<file path="src/hw/synth_cfg.svh">
`ifndef SYNTH_CFG_SVH
`define SYNTH_CFG_SVH

// serial word layout, position 0 is the last bit shifted in
`define WORD_W        23
`define DEST_POS      0
`define SEL_LO_POS    1
`define SEL_HI_POS    2
`define SPARE_POS     3
`define PHASE_POS     4
`define SWAL_LSB      5
`define SWAL_MSB      11
`define MAIN_LSB      12
`define MAIN_MSB      22
`define MAIN_W        11
`define SWAL_W        7
`define LATCH_W       19
`define LATCH_PHASE   0

// latch reset contents: smallest legal main ratio, no swallow
`define MAIN_RST      11'h010
`define SWAL_RST      7'h00

// prescaler terminal counts for divide by 64 and by 65
`define PRESC_W       7
`define PRESC_LAST_LO 7'h3F
`define PRESC_LAST_HI 7'h40

// fixed reference divide by 1700
`define REF_W         11
`define REF_DIV_LAST  11'h6A3

// lock window, time in ns and derived clock count
`define CLK_MHZ       200
`define LOCK_TW_NS    376
`define LOCK_TW_CYC   ((`LOCK_TW_NS * `CLK_MHZ) / 1000)
`define ERR_W         8
`define LOCK_RUNS     2'h3

// pin synchroniser slots
`define PIN_N         7
`define PIN_DATA      0
`define PIN_SCLK      1
`define PIN_LOAD      2
`define PIN_PSAVE     3
`define PIN_REF       4
`define PIN_TXIN      5
`define PIN_RXIN      6

// register map, byte addresses
`define A_CTRL        12'h000
`define A_TX_LATCH    12'h004
`define A_RX_LATCH    12'h008
`define A_STATUS      12'h00C
`define CTRL_RST      1'h1

`endif

</file>
<file path="src/hw/synth_pkg.sv">
`include "synth_cfg.svh"

package synth_pkg;
   typedef logic [`MAIN_W-1:0]  main_ratio_t;
   typedef logic [`SWAL_W-1:0]  swallow_ratio_t;
   typedef logic [`LATCH_W-1:0] latch_word_t;
   // order gives the select pair codes 00, 01, 10, 11
   typedef enum logic [1:0] {
      SEL_LOCK,
      SEL_RX_RATE,
      SEL_TX_RATE,
      SEL_REF_RATE
   } lock_sel_t;
endpackage

</file>
<file path="src/hw/loop_divider.sv">
`timescale 1ns/1ps
`include "synth_cfg.svh"

module loop_divider (
   input  wire logic                     hclk,
   input  wire logic                     hresetn,
   input  wire logic                     run,
   input  wire logic                     in_edge,
   input  wire synth_pkg::main_ratio_t    main_ratio,
   input  wire synth_pkg::swallow_ratio_t swallow_ratio,
   output logic                          cmp_tick
);
   logic [`PRESC_W-1:0] presc_q;
   logic [`MAIN_W-1:0]  main_q;
   logic [`SWAL_W-1:0]  swal_q;
   logic                presc_wrap;
   logic                main_last;

   // 65 while swallow count remains, 64 after
   assign presc_wrap = in_edge && (presc_q == ((swal_q != `SWAL_RST) ?
                       `PRESC_LAST_HI : `PRESC_LAST_LO));
   assign main_last  = (main_q <= `MAIN_W'(1)); // ratio below 16 never expected

   // dual-modulus prescaler
   always_ff @(posedge hclk or negedge hresetn) begin
      if (!hresetn) begin
         presc_q <= '0;
      end else if (!run) begin
         presc_q <= '0;
      end else if (in_edge) begin
         presc_q <= presc_wrap ? '0 : presc_q + `PRESC_W'(1);
      end
   end

   // swallow and main counters, reload together on expiry
   always_ff @(posedge hclk or negedge hresetn) begin
      if (!hresetn) begin
         main_q <= `MAIN_RST;
         swal_q <= `SWAL_RST;
      end else if (!run || (presc_wrap && main_last)) begin
         main_q <= main_ratio; // plain binary ratio
         swal_q <= swallow_ratio; // full 0..127 range
      end else if (presc_wrap) begin
         main_q <= main_q - `MAIN_W'(1);
         if (swal_q != `SWAL_RST) begin
            swal_q <= swal_q - `SWAL_W'(1);
         end
      end
   end

   // one pulse per full feedback cycle
   always_ff @(posedge hclk or negedge hresetn) begin
      if (!hresetn) begin
         cmp_tick <= 1'b0;
      end else begin
         cmp_tick <= run && presc_wrap && main_last;
      end
   end

   property p_reload;
      @(posedge hclk) disable iff (!hresetn || !run)
      presc_wrap && main_last |=> cmp_tick && main_q == $past(main_ratio)
                                  && swal_q == $past(swallow_ratio);
   endproperty
   a_reload: assert property (p_reload)
      else $error("counters did not reload on expiry");

   property p_modulus;
      @(posedge hclk) disable iff (!hresetn || !run)
      in_edge && swal_q != `SWAL_RST && presc_q == `PRESC_LAST_LO
      |=> presc_q == `PRESC_LAST_HI;
   endproperty
   a_modulus: assert property (p_modulus)
      else $error("prescaler did not divide by 65 while swallowing");
endmodule

</file>
<file path="src/hw/phase_compare.sv">
`timescale 1ns/1ps
`include "synth_cfg.svh"

module phase_compare (
   input  wire logic hclk,
   input  wire logic hresetn,
   input  wire logic run,
   input  wire logic ref_tick,
   input  wire logic cmp_tick,
   input  wire logic invert,
   output logic      pump_out,
   output logic      pump_oe,
   output logic      locked
);
   logic             up_q;
   logic             dn_q;
   logic [`ERR_W-1:0] err_q;
   logic [1:0]       runs_q;
   logic             err_long;

   // phase-frequency detector, both set means cancel
   always_ff @(posedge hclk or negedge hresetn) begin
      if (!hresetn) begin
         up_q <= 1'b0;
         dn_q <= 1'b0;
      end else if (!run || ((up_q || ref_tick) && (dn_q || cmp_tick))) begin
         up_q <= 1'b0;
         dn_q <= 1'b0;
      end else begin
         up_q <= up_q || ref_tick;
         dn_q <= dn_q || cmp_tick;
      end
   end

   // up means reference ahead; polarity bit swaps the drive level
   assign pump_oe  = up_q || dn_q;
   assign pump_out = invert ? up_q : dn_q;

   // width of the present error pulse, saturating
   always_ff @(posedge hclk or negedge hresetn) begin
      if (!hresetn) begin
         err_q <= '0;
      end else if (!pump_oe) begin
         err_q <= '0;
      end else if (err_q != {`ERR_W{1'b1}}) begin
         err_q <= err_q + `ERR_W'(1);
      end
   end
   assign err_long = (err_q >= `ERR_W'(`LOCK_TW_CYC));

   // lock after three reference ticks in a row with no long error pulse
   always_ff @(posedge hclk or negedge hresetn) begin
      if (!hresetn) begin
         runs_q <= '0;
      end else if (!run || err_long) begin
         runs_q <= '0;
      end else if (ref_tick && runs_q != `LOCK_RUNS) begin
         runs_q <= runs_q + 2'(1);
      end
   end
   assign locked = (runs_q == `LOCK_RUNS);

   property p_polarity;
      @(posedge hclk) disable iff (!hresetn)
      up_q && !dn_q |-> pump_oe && (pump_out == invert);
   endproperty
   a_polarity: assert property (p_polarity)
      else $error("pump level wrong for reference ahead");

   property p_unlock;
      @(posedge hclk) disable iff (!hresetn)
      run && err_long |=> !locked;
   endproperty
   a_unlock: assert property (p_unlock)
      else $error("lock held through a long phase error");
endmodule

</file>
<file path="src/hw/synth_ctrl.sv">
// Our own choices: register access over AHB-Lite and the register addresses.
`timescale 1ns/1ps
`include "synth_cfg.svh"

// Notes on behaviour
// - each rising serial clock shifts one data bit into the 23-bit register; here only while the control register shift enable bit is set
// - programming uses only data, serial clock and load strobe, no handshake
// - load strobe high copies word to transmit latch if destination high, else receive
// - switch outputs float normally, pass their pump state while load is high
// - word holds main, swallow, polarity, spare, two select bits, destination
// - swallow counter is seven bits, loadable 0 through 127
// - main ratio is plain unsigned binary, first bit least significant; here the first bit lands at position 22, most significant
// - prescaler divides by 64 or 65 under swallow control
// - total division is main times 64 plus swallow, swallow below main
// - reference oscillator is divided by a fixed 1700
// - loading one loop latch leaves the other loop untouched
// - lock output shows a selected source and is open drain
// - polarity bit inverts that loop's pump up/down decision
// - power-save input sets receive loop active or stand-by
// - select 11 reference, 10 transmit rate, 01 receive rate, 00 lock
// - pump drives by polarity and frequency comparison, floats when equal
// - destination bit and load strobe together choose which switch conducts
// - power-save low: receive stand-by, its pump floats, lock output low
module synth_ctrl (
   input  wire logic        hclk,
   input  wire logic        hresetn,
   input  wire logic        hsel,
   input  wire logic [31:0] haddr,
   input  wire logic [1:0]  htrans,
   input  wire logic        hwrite,
   input  wire logic [2:0]  hsize,
   input  wire logic [31:0] hwdata,
   input  wire logic        hready,
   output logic             hreadyout,
   output logic             hresp,
   output logic [31:0]      hrdata,
   input  wire logic        serial_data_pin,
   input  wire logic        serial_clock_pin,
   input  wire logic        load_strobe,
   input  wire logic        power_save_pin,
   input  wire logic        ref_osc_input,
   input  wire logic        tx_prescaler_input,
   input  wire logic        rx_prescaler_input,
   output logic             tx_pump_out,
   output logic             tx_pump_oe,
   output logic             rx_pump_out,
   output logic             rx_pump_oe,
   output logic             tx_switch_out,
   output logic             tx_switch_oe,
   output logic             rx_switch_out,
   output logic             rx_switch_oe,
   output logic             lock_status_out,
   output logic             lock_status_oe
);
   logic [`PIN_N-1:0]        pins_raw;
   logic [`PIN_N-1:0]        meta_q;
   logic [`PIN_N-1:0]        sync_q;
   logic [`PIN_N-1:0]        prev_q;
   logic [`PIN_N-1:0]        rise;
   logic [`WORD_W-1:0]       sr_q;
   logic [`WORD_W-1:0]       sr_shifted;
   synth_pkg::latch_word_t   payload;
   synth_pkg::latch_word_t   latch_q [2];
   logic [1:0]               dest_hit;
   logic [1:0]               sel_q;
   synth_pkg::lock_sel_t     sel;
   logic                     le_s;
   logic                     ps_s;
   logic                     shift_en_q;
   logic [`REF_W-1:0]        ref_cnt_q;
   logic                     ref_tick_q;
   logic                     ref_sq_q;
   logic [1:0]               run;
   logic [1:0]               cmp_tick;
   logic [1:0]               cmp_sq_q;
   logic [1:0]               pump_out;
   logic [1:0]               pump_oe;
   logic [1:0]               locked;
   logic                     lock_lvl_q;
   logic                     lock_lvl_d;
   logic                     bus_acc;
   logic                     wr_pend_q;
   logic [11:0]              wr_addr_q;
   logic [31:0]              hrdata_q;

   // every pin is asynchronous to hclk
   assign pins_raw = {rx_prescaler_input, tx_prescaler_input, ref_osc_input,
                      power_save_pin, load_strobe, serial_clock_pin, serial_data_pin};

   // two-flop synchroniser plus an edge history stage per pin
   generate
      for (genvar p = 0; p < `PIN_N; p++) begin : g_sync
         always_ff @(posedge hclk or negedge hresetn) begin
            if (!hresetn) begin
               meta_q[p] <= 1'b0;
               sync_q[p] <= 1'b0;
               prev_q[p] <= 1'b0;
            end else begin
               meta_q[p] <= pins_raw[p];
               sync_q[p] <= meta_q[p];
               prev_q[p] <= sync_q[p];
            end
         end
      end
   endgenerate
   assign rise = sync_q & ~prev_q;
   assign le_s = sync_q[`PIN_LOAD];
   assign ps_s = sync_q[`PIN_PSAVE];

   // serial shift, new bit enters at position zero
   assign sr_shifted = {sr_q[`WORD_W-2:0], sync_q[`PIN_DATA]};
   always_ff @(posedge hclk or negedge hresetn) begin
      if (!hresetn) begin
         sr_q <= '0;
      end else if (rise[`PIN_SCLK] && shift_en_q) begin
         sr_q <= sr_shifted;
      end
   end

   // spare bit is carried in the word but never used
   assign payload  = {sr_q[`MAIN_MSB:`MAIN_LSB], sr_q[`SWAL_MSB:`SWAL_LSB],
                      sr_q[`PHASE_POS]};
   assign dest_hit = {~sr_q[`DEST_POS], sr_q[`DEST_POS]};

   // index 0 transmit, 1 receive; each latch loads only on its own destination
   generate
      for (genvar g = 0; g < 2; g++) begin : g_latch
         always_ff @(posedge hclk or negedge hresetn) begin
            if (!hresetn) begin
               latch_q[g] <= {`MAIN_RST, `SWAL_RST, 1'b1};
            end else if (le_s && dest_hit[g]) begin
               latch_q[g] <= payload;
            end
         end
      end
   endgenerate

   // lock select is shared; the latest load of either loop sets it
   always_ff @(posedge hclk or negedge hresetn) begin
      if (!hresetn) begin
         sel_q <= '0;
      end else if (le_s) begin
         sel_q <= {sr_q[`SEL_HI_POS], sr_q[`SEL_LO_POS]};
      end
   end
   assign sel = synth_pkg::lock_sel_t'(sel_q);

   // fixed reference divider on oscillator edges
   always_ff @(posedge hclk or negedge hresetn) begin
      if (!hresetn) begin
         ref_cnt_q  <= '0;
         ref_tick_q <= 1'b0;
      end else begin
         ref_tick_q <= rise[`PIN_REF] && (ref_cnt_q == `REF_DIV_LAST);
         if (rise[`PIN_REF]) begin
            ref_cnt_q <= (ref_cnt_q == `REF_DIV_LAST) ? '0 :
                         ref_cnt_q + `REF_W'(1);
         end
      end
   end

   // transmit loop always runs; receive follows power save
   assign run = {ps_s, 1'b1};

   // per-loop divider and phase detector
   generate
      for (genvar g = 0; g < 2; g++) begin : g_loop
         loop_divider u_div (
            .hclk          (hclk),
            .hresetn       (hresetn),
            .run           (run[g]),
            .in_edge       (rise[`PIN_TXIN + g]),
            .main_ratio    (latch_q[g][`LATCH_W-1:`SWAL_W+1]),
            .swallow_ratio (latch_q[g][`SWAL_W:1]),
            .cmp_tick      (cmp_tick[g])
         );
         phase_compare u_pd (
            .hclk     (hclk),
            .hresetn  (hresetn),
            .run      (run[g]),
            .ref_tick (ref_tick_q),
            .cmp_tick (cmp_tick[g]),
            .invert   (latch_q[g][`LATCH_PHASE]),
            .pump_out (pump_out[g]),
            .pump_oe  (pump_oe[g]),
            .locked   (locked[g])
         );
      end
   endgenerate

   // half-rate square waves so a rate can be watched on the lock pin
   always_ff @(posedge hclk or negedge hresetn) begin
      if (!hresetn) begin
         ref_sq_q <= 1'b0;
         cmp_sq_q <= '0;
      end else begin
         ref_sq_q <= ref_sq_q ^ ref_tick_q;
         cmp_sq_q <= cmp_sq_q ^ cmp_tick;
      end
   end

   // lock output source; stand-by forces it low
   always_comb begin
      lock_lvl_d = 1'b0;
      case (sel)
         synth_pkg::SEL_LOCK:     lock_lvl_d = locked[0] && locked[1];
         synth_pkg::SEL_RX_RATE:  lock_lvl_d = cmp_sq_q[1] ^ ~latch_q[1][`LATCH_PHASE];
         synth_pkg::SEL_TX_RATE:  lock_lvl_d = cmp_sq_q[0] ^ ~latch_q[0][`LATCH_PHASE];
         synth_pkg::SEL_REF_RATE: lock_lvl_d = ref_sq_q;
         default:                 lock_lvl_d = 1'b0;
      endcase
      if (!ps_s) begin
         lock_lvl_d = 1'b0;
      end
   end
   always_ff @(posedge hclk or negedge hresetn) begin
      if (!hresetn) begin
         lock_lvl_q <= 1'b0;
      end else begin
         lock_lvl_q <= lock_lvl_d;
      end
   end

   // open drain: pull low or release
   assign lock_status_out = 1'b0;
   assign lock_status_oe  = ~lock_lvl_q;

   // each pump floats when its own detector is idle; receive pump also in stand-by
   assign tx_pump_out = pump_out[0];
   assign tx_pump_oe  = pump_oe[0];
   assign rx_pump_out = pump_out[1];
   assign rx_pump_oe  = pump_oe[1] && ps_s;

   // switch conducts only while loading its own loop
   assign tx_switch_out = pump_out[0];
   assign tx_switch_oe  = le_s && sr_q[`DEST_POS] && pump_oe[0];
   assign rx_switch_out = pump_out[1];
   assign rx_switch_oe  = le_s && !sr_q[`DEST_POS] && rx_pump_oe;

   // register read mux
   function automatic logic [31:0] reg_read(input logic [11:0] a);
      if (a == `A_CTRL) begin
         reg_read = {31'h0, shift_en_q};
      end else if (a == `A_TX_LATCH) begin
         reg_read = {13'h0, latch_q[0]};
      end else if (a == `A_RX_LATCH) begin
         reg_read = {13'h0, latch_q[1]};
      end else if (a == `A_STATUS) begin
         reg_read = {26'h0, sel_q, ps_s, lock_lvl_q, locked[1], locked[0]};
      end else begin
         reg_read = 32'h0;
      end
   endfunction

   // zero-wait slave: read data latched at the address phase
   assign bus_acc = hsel && htrans[1] && hready;
   always_ff @(posedge hclk or negedge hresetn) begin
      if (!hresetn) begin
         wr_pend_q <= 1'b0;
         wr_addr_q <= '0;
         hrdata_q  <= '0;
      end else begin
         wr_pend_q <= bus_acc && hwrite;
         if (bus_acc) begin
            wr_addr_q <= haddr[11:0];
         end
         if (bus_acc && !hwrite) begin
            hrdata_q <= reg_read(haddr[11:0]);
         end
      end
   end

   // control write in the data phase; stopping shifts freezes the word
   always_ff @(posedge hclk or negedge hresetn) begin
      if (!hresetn) begin
         shift_en_q <= `CTRL_RST;
      end else if (wr_pend_q && wr_addr_q == `A_CTRL) begin
         shift_en_q <= hwdata[0];
      end
   end
   assign hreadyout = 1'b1;
   assign hresp     = 1'b0;
   assign hrdata    = hrdata_q;

   property p_shift;
      @(posedge hclk) disable iff (!hresetn)
      rise[`PIN_SCLK] && shift_en_q |=> sr_q == $past(sr_shifted);
   endproperty
   a_shift: assert property (p_shift)
      else $error("serial bit not shifted in");

   property p_tx_load;
      @(posedge hclk) disable iff (!hresetn)
      le_s && sr_q[`DEST_POS] |=> latch_q[0] == $past(payload);
   endproperty
   a_tx_load: assert property (p_tx_load)
      else $error("transmit latch not loaded");

   property p_rx_hold;
      @(posedge hclk) disable iff (!hresetn)
      le_s && sr_q[`DEST_POS] |=> latch_q[1] == $past(latch_q[1]);
   endproperty
   a_rx_hold: assert property (p_rx_hold)
      else $error("receive latch disturbed by transmit load");

   property p_switch_off;
      @(posedge hclk) disable iff (!hresetn)
      !le_s |-> !tx_switch_oe && !rx_switch_oe;
   endproperty
   a_switch_off: assert property (p_switch_off)
      else $error("switch on without load strobe");

   property p_standby;
      @(posedge hclk) disable iff (!hresetn)
      !ps_s ##1 !ps_s |-> !rx_pump_oe && lock_status_oe && !rx_switch_oe;
   endproperty
   a_standby: assert property (p_standby)
      else $error("receive stand-by not honoured");

   property p_lock_sel;
      @(posedge hclk) disable iff (!hresetn)
      ps_s && sel_q == 2'h0 |=> lock_status_oe == !$past(locked[0] && locked[1]);
   endproperty
   a_lock_sel: assert property (p_lock_sel)
      else $error("lock detector not shown on lock output");

   property p_ref_tick;
      @(posedge hclk) disable iff (!hresetn)
      rise[`PIN_REF] && ref_cnt_q == `REF_DIV_LAST |=> ref_tick_q && ref_cnt_q == '0;
   endproperty
   a_ref_tick: assert property (p_ref_tick)
      else $error("reference divider did not wrap at 1700");

   property p_open_drain;
      @(posedge hclk) disable iff (!hresetn)
      lock_status_oe |-> !lock_status_out;
   endproperty
   a_open_drain: assert property (p_open_drain)
      else $error("lock output driven high");
endmodule

</file>
<file path="config.mk">
export PLATFORM = sky130hd
export DESIGN_NAME = synth_ctrl
export DESIGN_NICKNAME = d
export VERILOG_FILES = /design/src/hw/synth_pkg.sv /design/src/hw/loop_divider.sv /design/src/hw/phase_compare.sv /design/src/hw/synth_ctrl.sv
export VERILOG_INCLUDE_DIRS = /design/src /design/src/hw
export SDC_FILE = /design/constraint.sdc
export NUM_CORES = 1
export LEC_CHECK = 0
export BUFFER_PORTS_ARGS = -buffer_cell sky130_fd_sc_hd__buf_2
export CAP_MARGIN = 20
export CORE_MARGIN = 3
export CORE_UTILIZATION = 44
export CTS_CLUSTER_DIAMETER = 150
export CTS_CLUSTER_SIZE = 12
export DETAILED_ROUTE_END_ITERATION = 10
export GPL_ROUTABILITY_DRIVEN = 1
export MAX_ROUTING_LAYER = met4
export PLACE_DENSITY_LB_ADDON = 0.12
export SYNTH_ARGS = -nofsm -noshare
export SYNTH_HDL_FRONTEND = slang
export SYNTH_SLANG_ARGS = --single-unit
</file>
<file path="constraint.sdc">
create_clock -name hclk -period 3.5 [get_ports hclk]
set_input_delay 0.175 -clock hclk [delete_from_list [all_inputs] [get_ports hclk]]
set_output_delay 0.175 -clock hclk [all_outputs]
set_load 0.02 [all_outputs]
</file>
## Word level (Yosys, flattened, before mapping)

Cells that the tools add are included.

| cells by class | value |
|---|---|
| add/sub/neg operators | 11 |
| order comparisons | 4 |
| eq/ne operators | 18 |
| muxes and demuxes | 37 |
| bitwise operators | 10 |
| reduce and logical (&&, ||, !) cells | 49 |

Operators by type and width:

| cell | count |
|---|---|
| 32-bit two-way mux | 3 |
| 7-bit two-way mux | 12 |
| 11-bit two-way mux | 5 |
| 8-bit two-way mux | 4 |
| 12-bit by 4-bit == test with 1-bit output, second input constant | 2 |
| 1-bit logical AND | 24 |
| 12-bit logical NOT | 2 |
| 11-bit by 1-bit <= comparator with 1-bit output, second input constant | 2 |
| 11-bit by 1-bit subtractor with 11-bit output, second input constant | 2 |
| 8-bit by 1-bit adder with 8-bit output, second input constant | 2 |
| 8-bit by 7-bit greater-or-equal comparator with 1-bit output, second input constant | 2 |
| 8-bit inequality test, second input constant | 2 |
| 7-bit by 1-bit adder with 7-bit output, second input constant | 2 |
| 7-bit == test | 2 |
| 7-bit nonzero test | 2 |
| 7-bit by 1-bit subtractor with 7-bit output, second input constant | 2 |
| 12-bit by 3-bit == test with 1-bit output, second input constant | 1 |
| 2-bit nonzero test | 6 |
| 11-bit by 1-bit adder with 11-bit output, second input constant | 1 |
| 11-bit == test, second input constant | 1 |
| 1-bit logical OR | 9 |
| 2-bit == test, second input constant | 4 |
| 2-bit two-way mux | 4 |
| 7-bit AND | 1 |
| other kinds (14) | 32 |

| storage, ports and cells | value |
|---|---|
| register bits | 222 |
| input port bits | 81 |
| output and inout bits | 44 |
| logic and storage cells | 179 |

## Depth between registers and ports, before layout

Gate-level depths: netlist of the first run.

| depth | value |
|---|---|
| depth after elaboration | 8 |
| gate-level depth with buffers | 9 |
| mapped depth without buffers | 8 |

## Cells and area by module

Synthesis of the first run repeated with hierarchy kept, for this count alone.

| unflattened totals | value |
|---|---|
| cells, all modules | 893 |
| area total of the unflattened synthesis | 10100.9 um^2 |

Modules (own cells, without submodules):

| module | times used | cells each | area an instance (um^2) | seq. area each (um^2) |
|---|---|---|---|---|
| synth_ctrl | 1 | 383 | 5348.9 | 3259.4 |
| loop_divider | 2 | 194 | 1751.7 | 651.9 |
| phase_compare | 2 | 61 | 624.3 | 300.3 |

## Least setup slack after synthesis of the first run

No wires, ideal clock.

| timing | value |
|---|---|
| path kind | register -> register |
| from | reg g_loop[1].u_div.swal_q[0] |
| to | reg g_loop[1].u_div.main_q[2] |
| setup time | 82 ps |
| data arrival time | 2410 ps |
| required time | 3418 ps |
| path slack | 1008 ps |
| cell stages (with the launch flop) | 10 |
| buffers on the path | 1 |
| period minus slack after synthesis | 2492 ps |
| cells stage by stage | dfrtp_1 inv_1 ha_1 or3b_2 nor4_4 mux2_4 a31oi_1 buf_2 nor2_1 a31oi_1 |

| on the way | value |
|---|---|
| longest elaborated chain between the ends | 7 |
| elaborated cells on any way between the ends | 8 |
| those cells by class | 1 x eq/ne; 2 x mux; 5 x reduce/logical |

Ends and longest elaborated chain:

| item | line | RTL |
|---|---|---|
| start: declaration | loop_divider.sv:15 | `` logic [`SWAL_W-1:0] swal_q; `` |
| start signal: assignment | loop_divider.sv:39 | `` swal_q <= `SWAL_RST; `` |
| start signal: assignment | loop_divider.sv:42 | `swal_q <= swallow_ratio;` |
| start signal: assignment | loop_divider.sv:46 | `` swal_q <= swal_q - `SWAL_W'(1); `` |
| 7-bit nonzero test (no line) * | n/a |  |
| 7-bit two-way mux (no line) * | n/a |  |
| 7-bit == test * | loop_divider.sv:20 | `` assign presc_wrap = in_edge && (presc_q == ((swal_q != `SWAL_RST) ? `` |
| 1-bit logical AND * | loop_divider.sv:20 |  |
| 1-bit logical AND | loop_divider.sv:40 | `end else if (!run \|\| (presc_wrap && main_last)) begin` |
| 1-bit logical OR | loop_divider.sv:40 |  |
| 11-bit two-way mux or 2-bit nonzero test (tied branches) | n/a |  |
| end signal: assignment | loop_divider.sv:38 | `` main_q <= `MAIN_RST; `` |
| end signal: assignment | loop_divider.sv:41 | `main_q <= main_ratio;` |
| end signal: assignment | loop_divider.sv:44 | `` main_q <= main_q - `MAIN_W'(1); `` |
| end: declaration | loop_divider.sv:14 | `` logic [`MAIN_W-1:0] main_q; `` |

Mark *: on every way between the ends. The rest lies on a longest branch, timed or not.
A chain may end at the register's enable or synchronous reset.

## Worst setup path after layout of the first run

| timing | value |
|---|---|
| from | reg g_loop[1].u_div.swal_q[0] |
| to | reg g_loop[1].u_div.main_q[3] |

The elaborated chain is that of the path after synthesis.

==> results.md, run 1 <==
* Slew HR at 37.4%
* Critical path class: flop to flop
* Synth-to-layout area growth at 13.8%
* Die X at 153 µm
* Sequential share of the synthesized area at 54.3%
* Unrepaired setup endpoints after global routing: no
* Post-layout util at 51.3%
* Starting Density at 45.1%
* Crit path cell chain: inv_1 -> ha_1 -> or3b_2 -> nor4_4 -> mux2_4 -> a31oi_1 -> buf_4 -> nor2_1 -> a31oi_1
* Post-Syn Instances at 870
* Final setup vio count at 0
* Worst-case clock buffer depth at 3
* Crit path DAT at 3.34 ns
* Met3 Usage GRT at 2.72%
* Routed WL at 20.4 mm
* Status: finished clean
* Core area at 21100 µm²
* CTS tree: done
* Largest net degree at the start of global routing at 96
* Worst skew pair latency at 0.50 ns
* Peak VDD IR at 0.383 mV
* Worst endpoint required time at 3.91 ns
* Port Buffers at 53
* Synth Register Bits at 206
* Most used DFF post-synth: dfrtp_1
* Library cells used by synthesis at 75
* Synthesis Warnings at 0
* Post-Route Setup TNS at 0 ns
* Total global routing overflow at 0
* R2R Setup Slk at 0.57 ns
* # rows at 53
* Final Hold Fails at 0
* Leak pwr at 0.00501 µW
* Met2 Resource Use GR at 26.4%
* Fillers at 1967
* Clock sinks at 206
* Detail Placement HPWL at 13.7 mm
* Vias at 6701
* Max Cap Viol at 0
* Crit path launch type: flop
* 1st-iter DRT viols at 344
* Routed wire per std cell at 16.6 µm
* Average size of a mapped cell at 10.9 µm²
* CTS root buf: clkbuf_16
* Antenna fix cells at 0
* Placed cell area at 10000 µm²
* Post-route minimum period at 2.93 ns
* Synth async-reset ratio at 100%
* Layout net count at 1036
* Max Slew Vio Count at 0
* Antenna violations before repair at 0
* Crit Path Max Fanout at 9
* Final instance area at 10800 µm²
* Final Skew at 0.0169 ns
* Layer with the highest usage: met2
* Max incr delay on CP at 0.53 ns
* Count of boundary I/O pins at 125
* Die Ht at 153 µm
* Cell Area, Synth at 9500 µm²
* H-tree Lvls at 1
* Number of setup buffers added after CTS at 0
* Hold Path Class: input port to flop
* Final Cycle Share at 83.6%
* Critical Path Slowest Stage Cell: or3b_2
* Slew at the pin closest to its max-slew limit at 0.937 ns
* Number of global-route vias before repair at 6426
* First-pass GRT wire length at 33.5 mm
* Layout cells sized above 1 at 21.0%
* Max Freq at 342 MHz
* Reg clk slew, reported paths at 0.06 ns
* Iteration count of the initial detailed-routing pass at 5
* Die area at 23400 µm²
* GRT Resource Usage Total at 17.6%
* Num CTS Buffers at 21
* CP dominant cell by count: a31oi_1
* GP Congestion at 0.820
* DRC violations left at 0
* Crit end category: flop
* Pwr dens at 504 nW/µm²
* Global-route track usage on met1 at 25.3%
* Post-synth EDFFs at 0
* Routed Antenna Nets at 0
* Vias/cell at 5.44
-- state kept, by name (all words and copies together), names as in the netlist, 7 cells and up --
register	count
latch_q	38
ref_cnt_q	11
g_loop.u_div.presc_q	14
g_loop.u_div.main_q	22
g_loop.u_pd.err_q	16
sr_q	23
g_loop.u_div.swal_q	14
wr_addr_q	12
hrdata	19
meta_q	7
-- placed cells by master (no fill, tap or decap), drive strengths merged, types with 20 or more instances in the layout --
master and instances:
dfrtp 199, mux2 79, nor2 79, nand2 69, buf 66, a21oi 56
o21ai 45, clkbuf 36, nor3 24, inv 23, nand3 21, dlygate4sd3 20
-- routing by layer --
layer / routed length [µm] / vias to the layer above
li1: - / 3256
met1: 9820 / 3295
met2: 9230 / 123
met3: 927 / 27
met4: 410 / 0
met5: 0 / -
-- stage by stage --
| step | total power (µW) | cells | hold WS [ns] | setup WS, ns |
|---|---|---|---|---|
| global route | 5700 | 1231 | 0.164 | 0.316 |
| detailed placement | 3450 | 1174 | 0.284 | 0.572 |
| CTS | 5530 | 1231 | 0.115 | 0.564 |
| finish | 5440 | 1231 | 0.142 | 0.574 |
| floorplan | 3230 | 884 | -0.121 | 1.01 |
| global placement | 3440 | 1174 | 0.282 | 0.586 |
-- final timing paths --
path / start / endpoint / cells after the start
max: g_loop[1].u_div.swal_q[0] / g_loop[1].u_div.main_q[3] / 9
min in group asynchronous: hresetn / g_loop[0].u_div.main_q[9] / 2
min: haddr[2] / hrdata[3] / 3
max in group asynchronous: hresetn / latch_q[19] / 3
max reg2reg: g_loop[1].u_div.swal_q[0] / g_loop[1].u_div.main_q[3] / 9
min reg2reg: meta_q[1] / sync_q[1] / 0
-- area by class of cell --
class,count,area [µm²],area share (%)
Multi-Input combinational cell,605,4020,37.2
Timing Repair Buffer,87,604,5.59
Clock inverter,2,20.0,0.185
Inverter,21,78.8,0.729
Clock buffer,35,578,5.35
Tap cell,275,344,3.18
Sequential cell,206,5160,47.8
-- critical path, delay by kind of cell (launching register included) --
| family | cells | cell delay [ns] |
|---|---|---|
| AOI/OAI and AO/OA | 2 | 0.65 |
| adders and majority gates | 1 | 0.16 |
| buffers and inverters | 2 | 0.35 |
| DFF | 1 | 0.40 |
| muxes | 1 | 0.39 |
| and+or+nand+nor | 3 | 0.89 |
-- logic make-up (layout without fill, tap and decap cells) --
group | count (synthesis) | after routing | synth area share [%]
other | 2 | 16 | 0.0790
muxes | 87 | 87 | 10.4
AOI/OAI and AO/OA | 193 | 193 | 12.8
DFF | 206 | 206 | 54.3
adders and majority gates | 13 | 13 | 1.71
and+or+nand+nor | 274 | 274 | 14.7
buffers and inverters | 73 | 145 | 3.91
xor gates and xnor gates | 22 | 22 | 2.03
-- synth_stat cells (18+ instances only) --
cell type / count / area share, %
mux2_2: 78 / 9.2
inv_1: 21 / 0.83
nor2_1: 75 / 3.0
o21ai_0: 44 / 2.3
a31oi_1: 19 / 1.3
buf_4: 18 / 1.4
nor3_1: 23 / 1.2
dfrtp_1: 199 / 52
nand3_1: 21 / 1.1
clkbuf_1: 24 / 0.95
nand2_1: 68 / 2.7
a21oi_1: 55 / 2.9
-- report_power, final --
part | total (µW) | internal (µW) | leakage [µW] | switching (µW)
Combinational | 566 | 289 | 0.00200 | 277
Clock | 2030 | 1130 | 0.000286 | 898
Sequential | 2850 | 2620 | 0.00273 | 232
-- repair_timing --
item	CTS	global route
gates resized for setup	0	0
endpoints found under the setup margin	0	0
hold buffers	20	0
endpoints found under the hold margin	111	0
(Power assumes the default switching activity.)
==> run 2, diff against run 1 <==
ABC_AREA = 1   (was unset)
clock period = 2.54 ns   (was 3.5 ns; I/O delays follow)
==> results.md, run 2 <==
* Final Cycle Share at 80.3% (-3.4 points)
* Starting Density at 45.2% (+0.15 points)
* Max Slew Vio Count at 0 (unchanged)
* Layout cells sized above 1 at 10.9% (-10 points)
* Sequential share of the synthesized area at 51.7% (-2.6 points)
* Most frequent cells in the layout: 323 x nand2_1, 199 x dfrtp_1, 143 x inv_1
* Commonest non-fill, non-tap cell in the layout: nand2_1
* Final Hold Fails at 0 (unchanged)
* Crit Path Max Fanout at 8 (-1)
* Largest register FFs at 38 (unchanged)
* Status: finished clean
* Final instance area at 11300 µm² (+4.8%)
* Max Freq at 491 MHz (+44%)
* Hold Path Class: input port to flop
* Reg clk slew, reported paths at 0.06 ns (about the same)
* Vias at 7731 (+15%)
* CTS tree: done
* Synth Register Bits at 206 (unchanged)
* Detail Placement HPWL at 15.1 mm (+10%)
* Post-Route Setup TNS at 0 ns (unchanged)
* Max Cap Viol at 0 (unchanged)
* Placed cell area at 10500 µm² (+4.9%)
* # rows at 54 (+1.9%)
* Crit path DAT at 2.41 ns (-0.93 ns)
* Post-synth EDFFs at 0 (unchanged)
* Total global routing overflow at 0 (unchanged)
* Worst hold stages at 5 (+2)
* Synth-to-layout area growth at 13.4%
* Reg2Reg Depth at 11 (+2)
* Worst-case clock buffer depth at 3 (unchanged)
* Final setup vio count at 0 (unchanged)
* Vias/cell at 4.91 (-9.8%)
* Num CTS Buffers at 21 (unchanged)
* Top Registers: latch_q x38, sr_q x23, g_loop.u_div.main_q x22
* Slew at the pin closest to its max-slew limit at 0.754 ns (-0.183 ns)
* Wl on met1 at 10.3 mm (+4.8%)
* Min-delay src: htrans[1]
* First-pass GRT wire length at 35.9 mm (+7.0%)
* Post-route minimum period at 2.04 ns (-0.888 ns)
* Reg2reg start: g_loop[1].u_div.swal_q[0]
* Leak pwr at 0.00557 µW (+11%)
* Routed Antenna Nets at 0 (unchanged)
* Core area at 22100 µm² (+4.8%)
* Slew HR at 49.3% (+12 points)
* Routed WL at 21.5 mm (+5.4%)
* Top reg by flops: latch_q
* Routed wire per std cell at 13.6 µm (-18%)
* Post-Syn Instances at 1201 (+38%)
* Cell Area, Synth at 9990 µm² (+5.1%)
* R2R Setup Slk at 0.50 ns (-0.07 ns)
* Hold path endpoint: hrdata[6]
* Area share of the leading cell type in the synthesized netlist at 49.9% (-2.5 points)
* Antenna fix cells at 0 (unchanged)
* Die area at 24500 µm² (+4.9%)
* Critical path class: flop to flop
* Top sig layer: met4
* Number of global-route vias before repair at 7237 (+13%)
* Clock sinks at 206 (unchanged)
* Pwr dens at 843 nW/µm² (+67%)
* GRT Resource Usage Total at 18.2% (+0.64 points)
* Most used DFF post-synth: dfrtp_1
* Largest net degree at the start of global routing at 73 (-24%)
* Layout net count at 1373 (+33%)
* Met3 routed WL at 866 µm (-6.6%)
* Top-count cell post-synth: nand2_1
* CTS root buf: clkbuf_16
* Reg-to-Reg End: g_loop[1].u_div.main_q[7]
* Wire length on met2 at 9.94 mm (+7.7%)
* Port Buffers at 53 (unchanged)
* Count of boundary I/O pins at 125 (unchanged)
* Die Ht at 157 µm (+2.4%)
* Worst endpoint required time at 2.91 ns (-1.00 ns)
* Iteration count of the initial detailed-routing pass at 5 (unchanged)
* Final Skew at 0.0183 ns (+0.00149 ns)
* H-tree Lvls at 1 (unchanged)
* Antenna violations before repair at 0 (unchanged)
* Library cells used by synthesis at 47 (-37%)
* Synth cell count leaders: 323 x nand2_1, 199 x dfrtp_1, 143 x inv_1, 109 x o21ai_0, 83 x nor2_1
* Peak VDD IR at 0.595 mV (+55%)
* 1st-iter DRT viols at 467 (+36%)
* DRC violations left at 0 (unchanged)
* Average size of a mapped cell at 8.32 µm² (-24%)
* Worst skew pair latency at 0.51 ns (about the same)
* Synth async-reset ratio at 100% (unchanged)
* Crit path launch type: flop
* Cell taking the most area after synthesis: dfrtp_1
* Top cells by area in the synthesized netlist: dfrtp_1 50%, nand2_1 12%, o21ai_0 5.5%, inv_1 5.4%, nand3_1 4.0%
* Unrepaired setup endpoints after global routing: no
* Crit end category: flop
* Die X at 157 µm (+2.4%)
* Synthesis Warnings at 0 (unchanged)
* GP Congestion at 0.849 (+3.5%)
run 2: changes by cell type after synthesis, moves of 33 or more:
| cell | delta |
|---|---|
| inv_1 | +122 |
| nand3_1 | +59 |
| nand2_1 | +255 |
| a21oi_1 | -33 |
| mux2_2 | -76 |
| o21ai_0 | +65 |
run 2: kinds of logic (layout without fill, tap and decap cells):
family                     Yosys count  count (layout)  synth area share (%)
AOI/OAI and AO/OA                  168             168                  9.18
xor gates and xnor gates            36              36                  3.16
adders and majority gates           13              13                  1.63
buffers and inverters              199             278                  8.66
DFF                                206             206                  51.7
muxes                                2               2                 0.225
other                                2              16                0.0752
and+or+nand+nor                    575             575                  25.4
run 2: metrics by stage:
stage	utilization [%]	hold slack [ns]	setup slack, ns	total power (µW)	cells
after floorplan	-	-0.169	0.898	6190	1215
after global placement	47.6	0.197	0.549	6710	1514
after detailed placement	47.6	0.192	0.516	6750	1514
after CTS	51.3	0.130	0.493	9680	1574
after global routing	51.3	0.168	0.322	10300	1574
final	51.3	0.124	0.502	9550	1574
run 2: final cells by class:
type	instances	area [µm²]
fill	2108	10800
sequential	206	5160
multi-input combinational	810	4010
timing repair buffer	91	639
clock buffer	36	582
inverter	149	562
tap	280	350
clock inverter	2	20.0
run 2: timing repair:
action                    in CTS  in global routing
setup buffers                  0                  0
hold buffers                  22                  0
hold endpoints to repair      87                  0
gates resized for setup        0                  0
run 2: critical path, cell delays in order, from the launching register on:
cell and delay, ns:
dfrtp_1 0.37, inv_1 0.09, ha_1 0.26, nand2_1 0.09, nor2_2 0.20, a21oi_2 0.09
nand3_2 0.15, buf_4 0.20, buf_4 0.19, nand3_1 0.08, nand3_1 0.08, o21ai_1 0.07
run 2: per-layer routing:
layer,vias up,track usage (%)
met5,-,-
met4,0,4.13
met3,28,2.65
met2,123,28.3
met1,3596,25.5
li1,3984,-
run 2: report_power, final:
group          internal (µW)  switching, µW  total, µW
logic                    914           1480       2390
clock network           1560           1290       2850
registers               3840            469       4300
run 2: worst max path at each step:
stage | start | to | slack (ns)
after floorplan | g_loop[0].u_div.swal_q[0] | g_loop[0].u_div.swal_q[0] | 0.90
after global placement | g_loop[1].u_div.swal_q[0] | g_loop[1].u_div.main_q[7] | 0.55
after detailed placement | g_loop[0].u_div.swal_q[0] | g_loop[0].u_div.swal_q[5] | 0.52
after CTS | g_loop[1].u_div.swal_q[0] | g_loop[1].u_div.main_q[7] | 0.49
after global routing | g_loop[1].u_div.swal_q[0] | g_loop[1].u_div.main_q[9] | 0.32
final | g_loop[1].u_div.swal_q[0] | g_loop[1].u_div.main_q[7] | 0.50
==> run 3, diff against run 2 <==
clock period = 2 ns   (was 2.54 ns; I/O delays follow)
==> results.md, run 3 (synthesized netlist as in run 2, its figures left out) <==
* Status: finished clean
* CP dominant cell by count: nand3_1
* Crit end category: flop
* 1st-iter DRT viols at 379 (-19%)
* CTS root buf: clkbuf_16
* Max Cap Viol at 0 (unchanged)
* Min-delay src: htrans[1]
* Layout cells sized above 1 at 11.8% (+0.91 points)
* Number of global-route vias before repair at 7416 (+2.5%)
* # rows at 54 (unchanged)
* Routed WL at 21.5 mm (+0.25%)
* Core area at 22100 µm² (unchanged)
* Post-route minimum period at 1.84 ns (-0.201 ns)
* Antenna violations before repair at 0 (unchanged)
* Leak pwr at 0.00564 µW (+1.2%)
* Setup Slack @ Placement at 0.103 ns (-0.413 ns)
* Post-layout util at 51.9% (+0.65 points)
* First-pass GRT wire length at 36.7 mm (+2.3%)
* Post-Route Setup TNS at 0 ns (unchanged)
* Top reg by flops: latch_q
* Iteration count of the initial detailed-routing pass at 5 (unchanged)
* Synth-to-layout area growth at 14.9%
* Routed Antenna Nets at 0 (unchanged)
* Final Hold Fails at 0 (unchanged)
* Pwr dens at 1060 nW/µm² (+26%)
* Vias/cell at 4.90 (-0.31%)
* Layout net count at 1384 (+0.80%)
* Detail Placement HPWL at 15.1 mm (-0.14%)
* Peak VDD IR at 0.631 mV (+6.0%)
* CTS tree: done
* Slew HR at 50.5% (+1.2 points)
* R2R Setup Slk at 0.16 ns (-0.34 ns)
* Worst hold stages at 4 (-1)
* Port Buffers at 53 (unchanged)
* Crit path launch type: flop
* Final Cycle Share at 91.9% (+12 points)
* Reg clk slew, reported paths at 0.06 ns (about the same)
* Final instance area at 11500 µm² (+1.3%)
* Die X at 157 µm (unchanged)
* Vias at 7756 (+0.32%)
* Count of boundary I/O pins at 125 (unchanged)
* Crit path cell chain: inv_1 -> ha_2 -> nand2_1 -> nor2_2 -> a21oi_2 -> nand3_2 -> buf_6 -> nand3_1 -> nand3_1 -> o21ai_1
* Top Registers: latch_q x38, sr_q x23, g_loop.u_div.main_q x22
* Routed wire per std cell at 13.6 µm (-0.39%)
* Crit path DAT at 2.21 ns (-0.20 ns)
* Tot Pwr at 12200 µW (+28%)
* Commonest non-fill, non-tap cell in the layout: nand2_1
* Max Freq at 544 MHz (+11%)
* Max incr delay on CP at 0.37 ns (about the same)
* Final Skew at 0.0187 ns (+0.000320 ns)
* Hold Path Class: input port to flop
* DRC violations left at 0 (unchanged)
* Die area at 24500 µm² (unchanged)
* Starting Density at 45.2% (unchanged)
* Final WS setup at 0.162 ns (-0.339 ns)
* Max Slew Vio Count at 0 (unchanged)
* Largest net degree at the start of global routing at 56 (-23%)
* Slew at the pin closest to its max-slew limit at 0.741 ns (-0.0129 ns)
* Worst endpoint required time at 2.37 ns (-0.54 ns)
* Reg2Reg Depth at 10 (-1)
* Most frequent cells in the layout: 323 x nand2_1, 199 x dfrtp_1, 143 x inv_1
* Final setup vio count at 0 (unchanged)
* GRT Resource Usage Total at 18.6% (+0.34 points)
* Reg-to-Reg End: g_loop[1].u_div.main_q[7]
* Die Ht at 157 µm (unchanged)
* Clock sinks at 206 (unchanged)
* Worst skew pair latency at 0.50 ns (about the same)
* Critical path class: flop to flop
* Unrepaired setup endpoints after global routing: no
* Antenna fix cells at 0 (unchanged)
* Placed cell area at 10600 µm² (+0.74%)
* GP Congestion at 0.877 (+3.2%)
* Critical Path Slowest Stage Cell: dfrtp_1
* Num CTS Buffers at 21 (unchanged)
* Reg2reg start: g_loop[1].u_div.swal_q[0]
* Total global routing overflow at 0 (unchanged)
* Crit Path Max Fanout at 16 (+8)
* H-tree Lvls at 1 (unchanged)
* Hold path endpoint: wr_pend_q
* Worst-case clock buffer depth at 3 (unchanged)
* Largest register FFs at 38 (unchanged)
-- run 3: cell count changes in the layout (fill, tap and decap cells not counted), sizes merged --
cell / change
buf: +11
clkbuf: -1
-- run 3: layer usage --
layer  up-vias  global-route usage, %  part of all wire, %
met4         0                   4.50                  1.9
li1       4002                      -                    -
met1      3592                   25.6                   49
met2       135                   29.3                   46
met3        27                   2.38                  3.2
met5         -                      -                    0
-- run 3: cell type report --
class	instances	area, µm²
flip-flops and latches	206	5160
multi-input cells	810	4040
well taps	280	350
fillers	2112	10600
repair buffers	102	762
clock buffers	35	578
inverters	149	562
clock inverters	2	20.0
-- run 3: worst max-delay path: cells and delay by family (launching register included) --
kind	cells	cell delay (ns)
simple gates	5	0.63
compound gates	2	0.16
buf+inv	2	0.33
fa+ha+maj	1	0.23
flops	1	0.37
-- run 3: how the worst max path moves through the flow --
stage                               from                    endpoint  slack (ns)  cells after the start
2_1_floorplan  g_loop[0].u_div.swal_q[0]   g_loop[0].u_div.swal_q[0]        0.36                     13
3_3_place_gp   g_loop[1].u_div.swal_q[0]   g_loop[1].u_div.swal_q[1]        0.11                     11
3_5_place_dp   g_loop[0].u_div.swal_q[0]   g_loop[0].u_div.main_q[7]        0.10                     11
4_1_cts        g_loop[0].u_div.swal_q[0]  g_loop[0].u_div.main_q[10]        0.08                     11
5_1_grt        g_loop[0].u_div.swal_q[0]  g_loop[0].u_div.main_q[10]       0.002                     11
6_report       g_loop[1].u_div.swal_q[0]   g_loop[1].u_div.main_q[7]        0.16                     10
-- run 3: metrics by stage --
stage / hold slack (ns) / std cells
after floorplan: -0.196 / 1215
after global placement: 0.0991 / 1521
after detailed placement: 0.0975 / 1521
after CTS: 0.0907 / 1580
after global routing: 0.153 / 1584
final: 0.112 / 1584
-- run 3: where the power goes --
part | internal (µW) | total [µW] | switching [µW]
clock network | 1980 | 3590 | 1610
logic | 1230 | 3140 | 1910
registers | 4870 | 5460 | 586
-- run 3: what timing repair did --
| action | in CTS | in global routing |
|---|---|---|
| setup endpoints to repair | 0 | 31 |
| gates resized for setup | 0 | 10 |
| hold buffers | 22 | 0 |
| endpoints found under the hold margin | 149 | 0 |
| setup buffers | 0 | 4 |
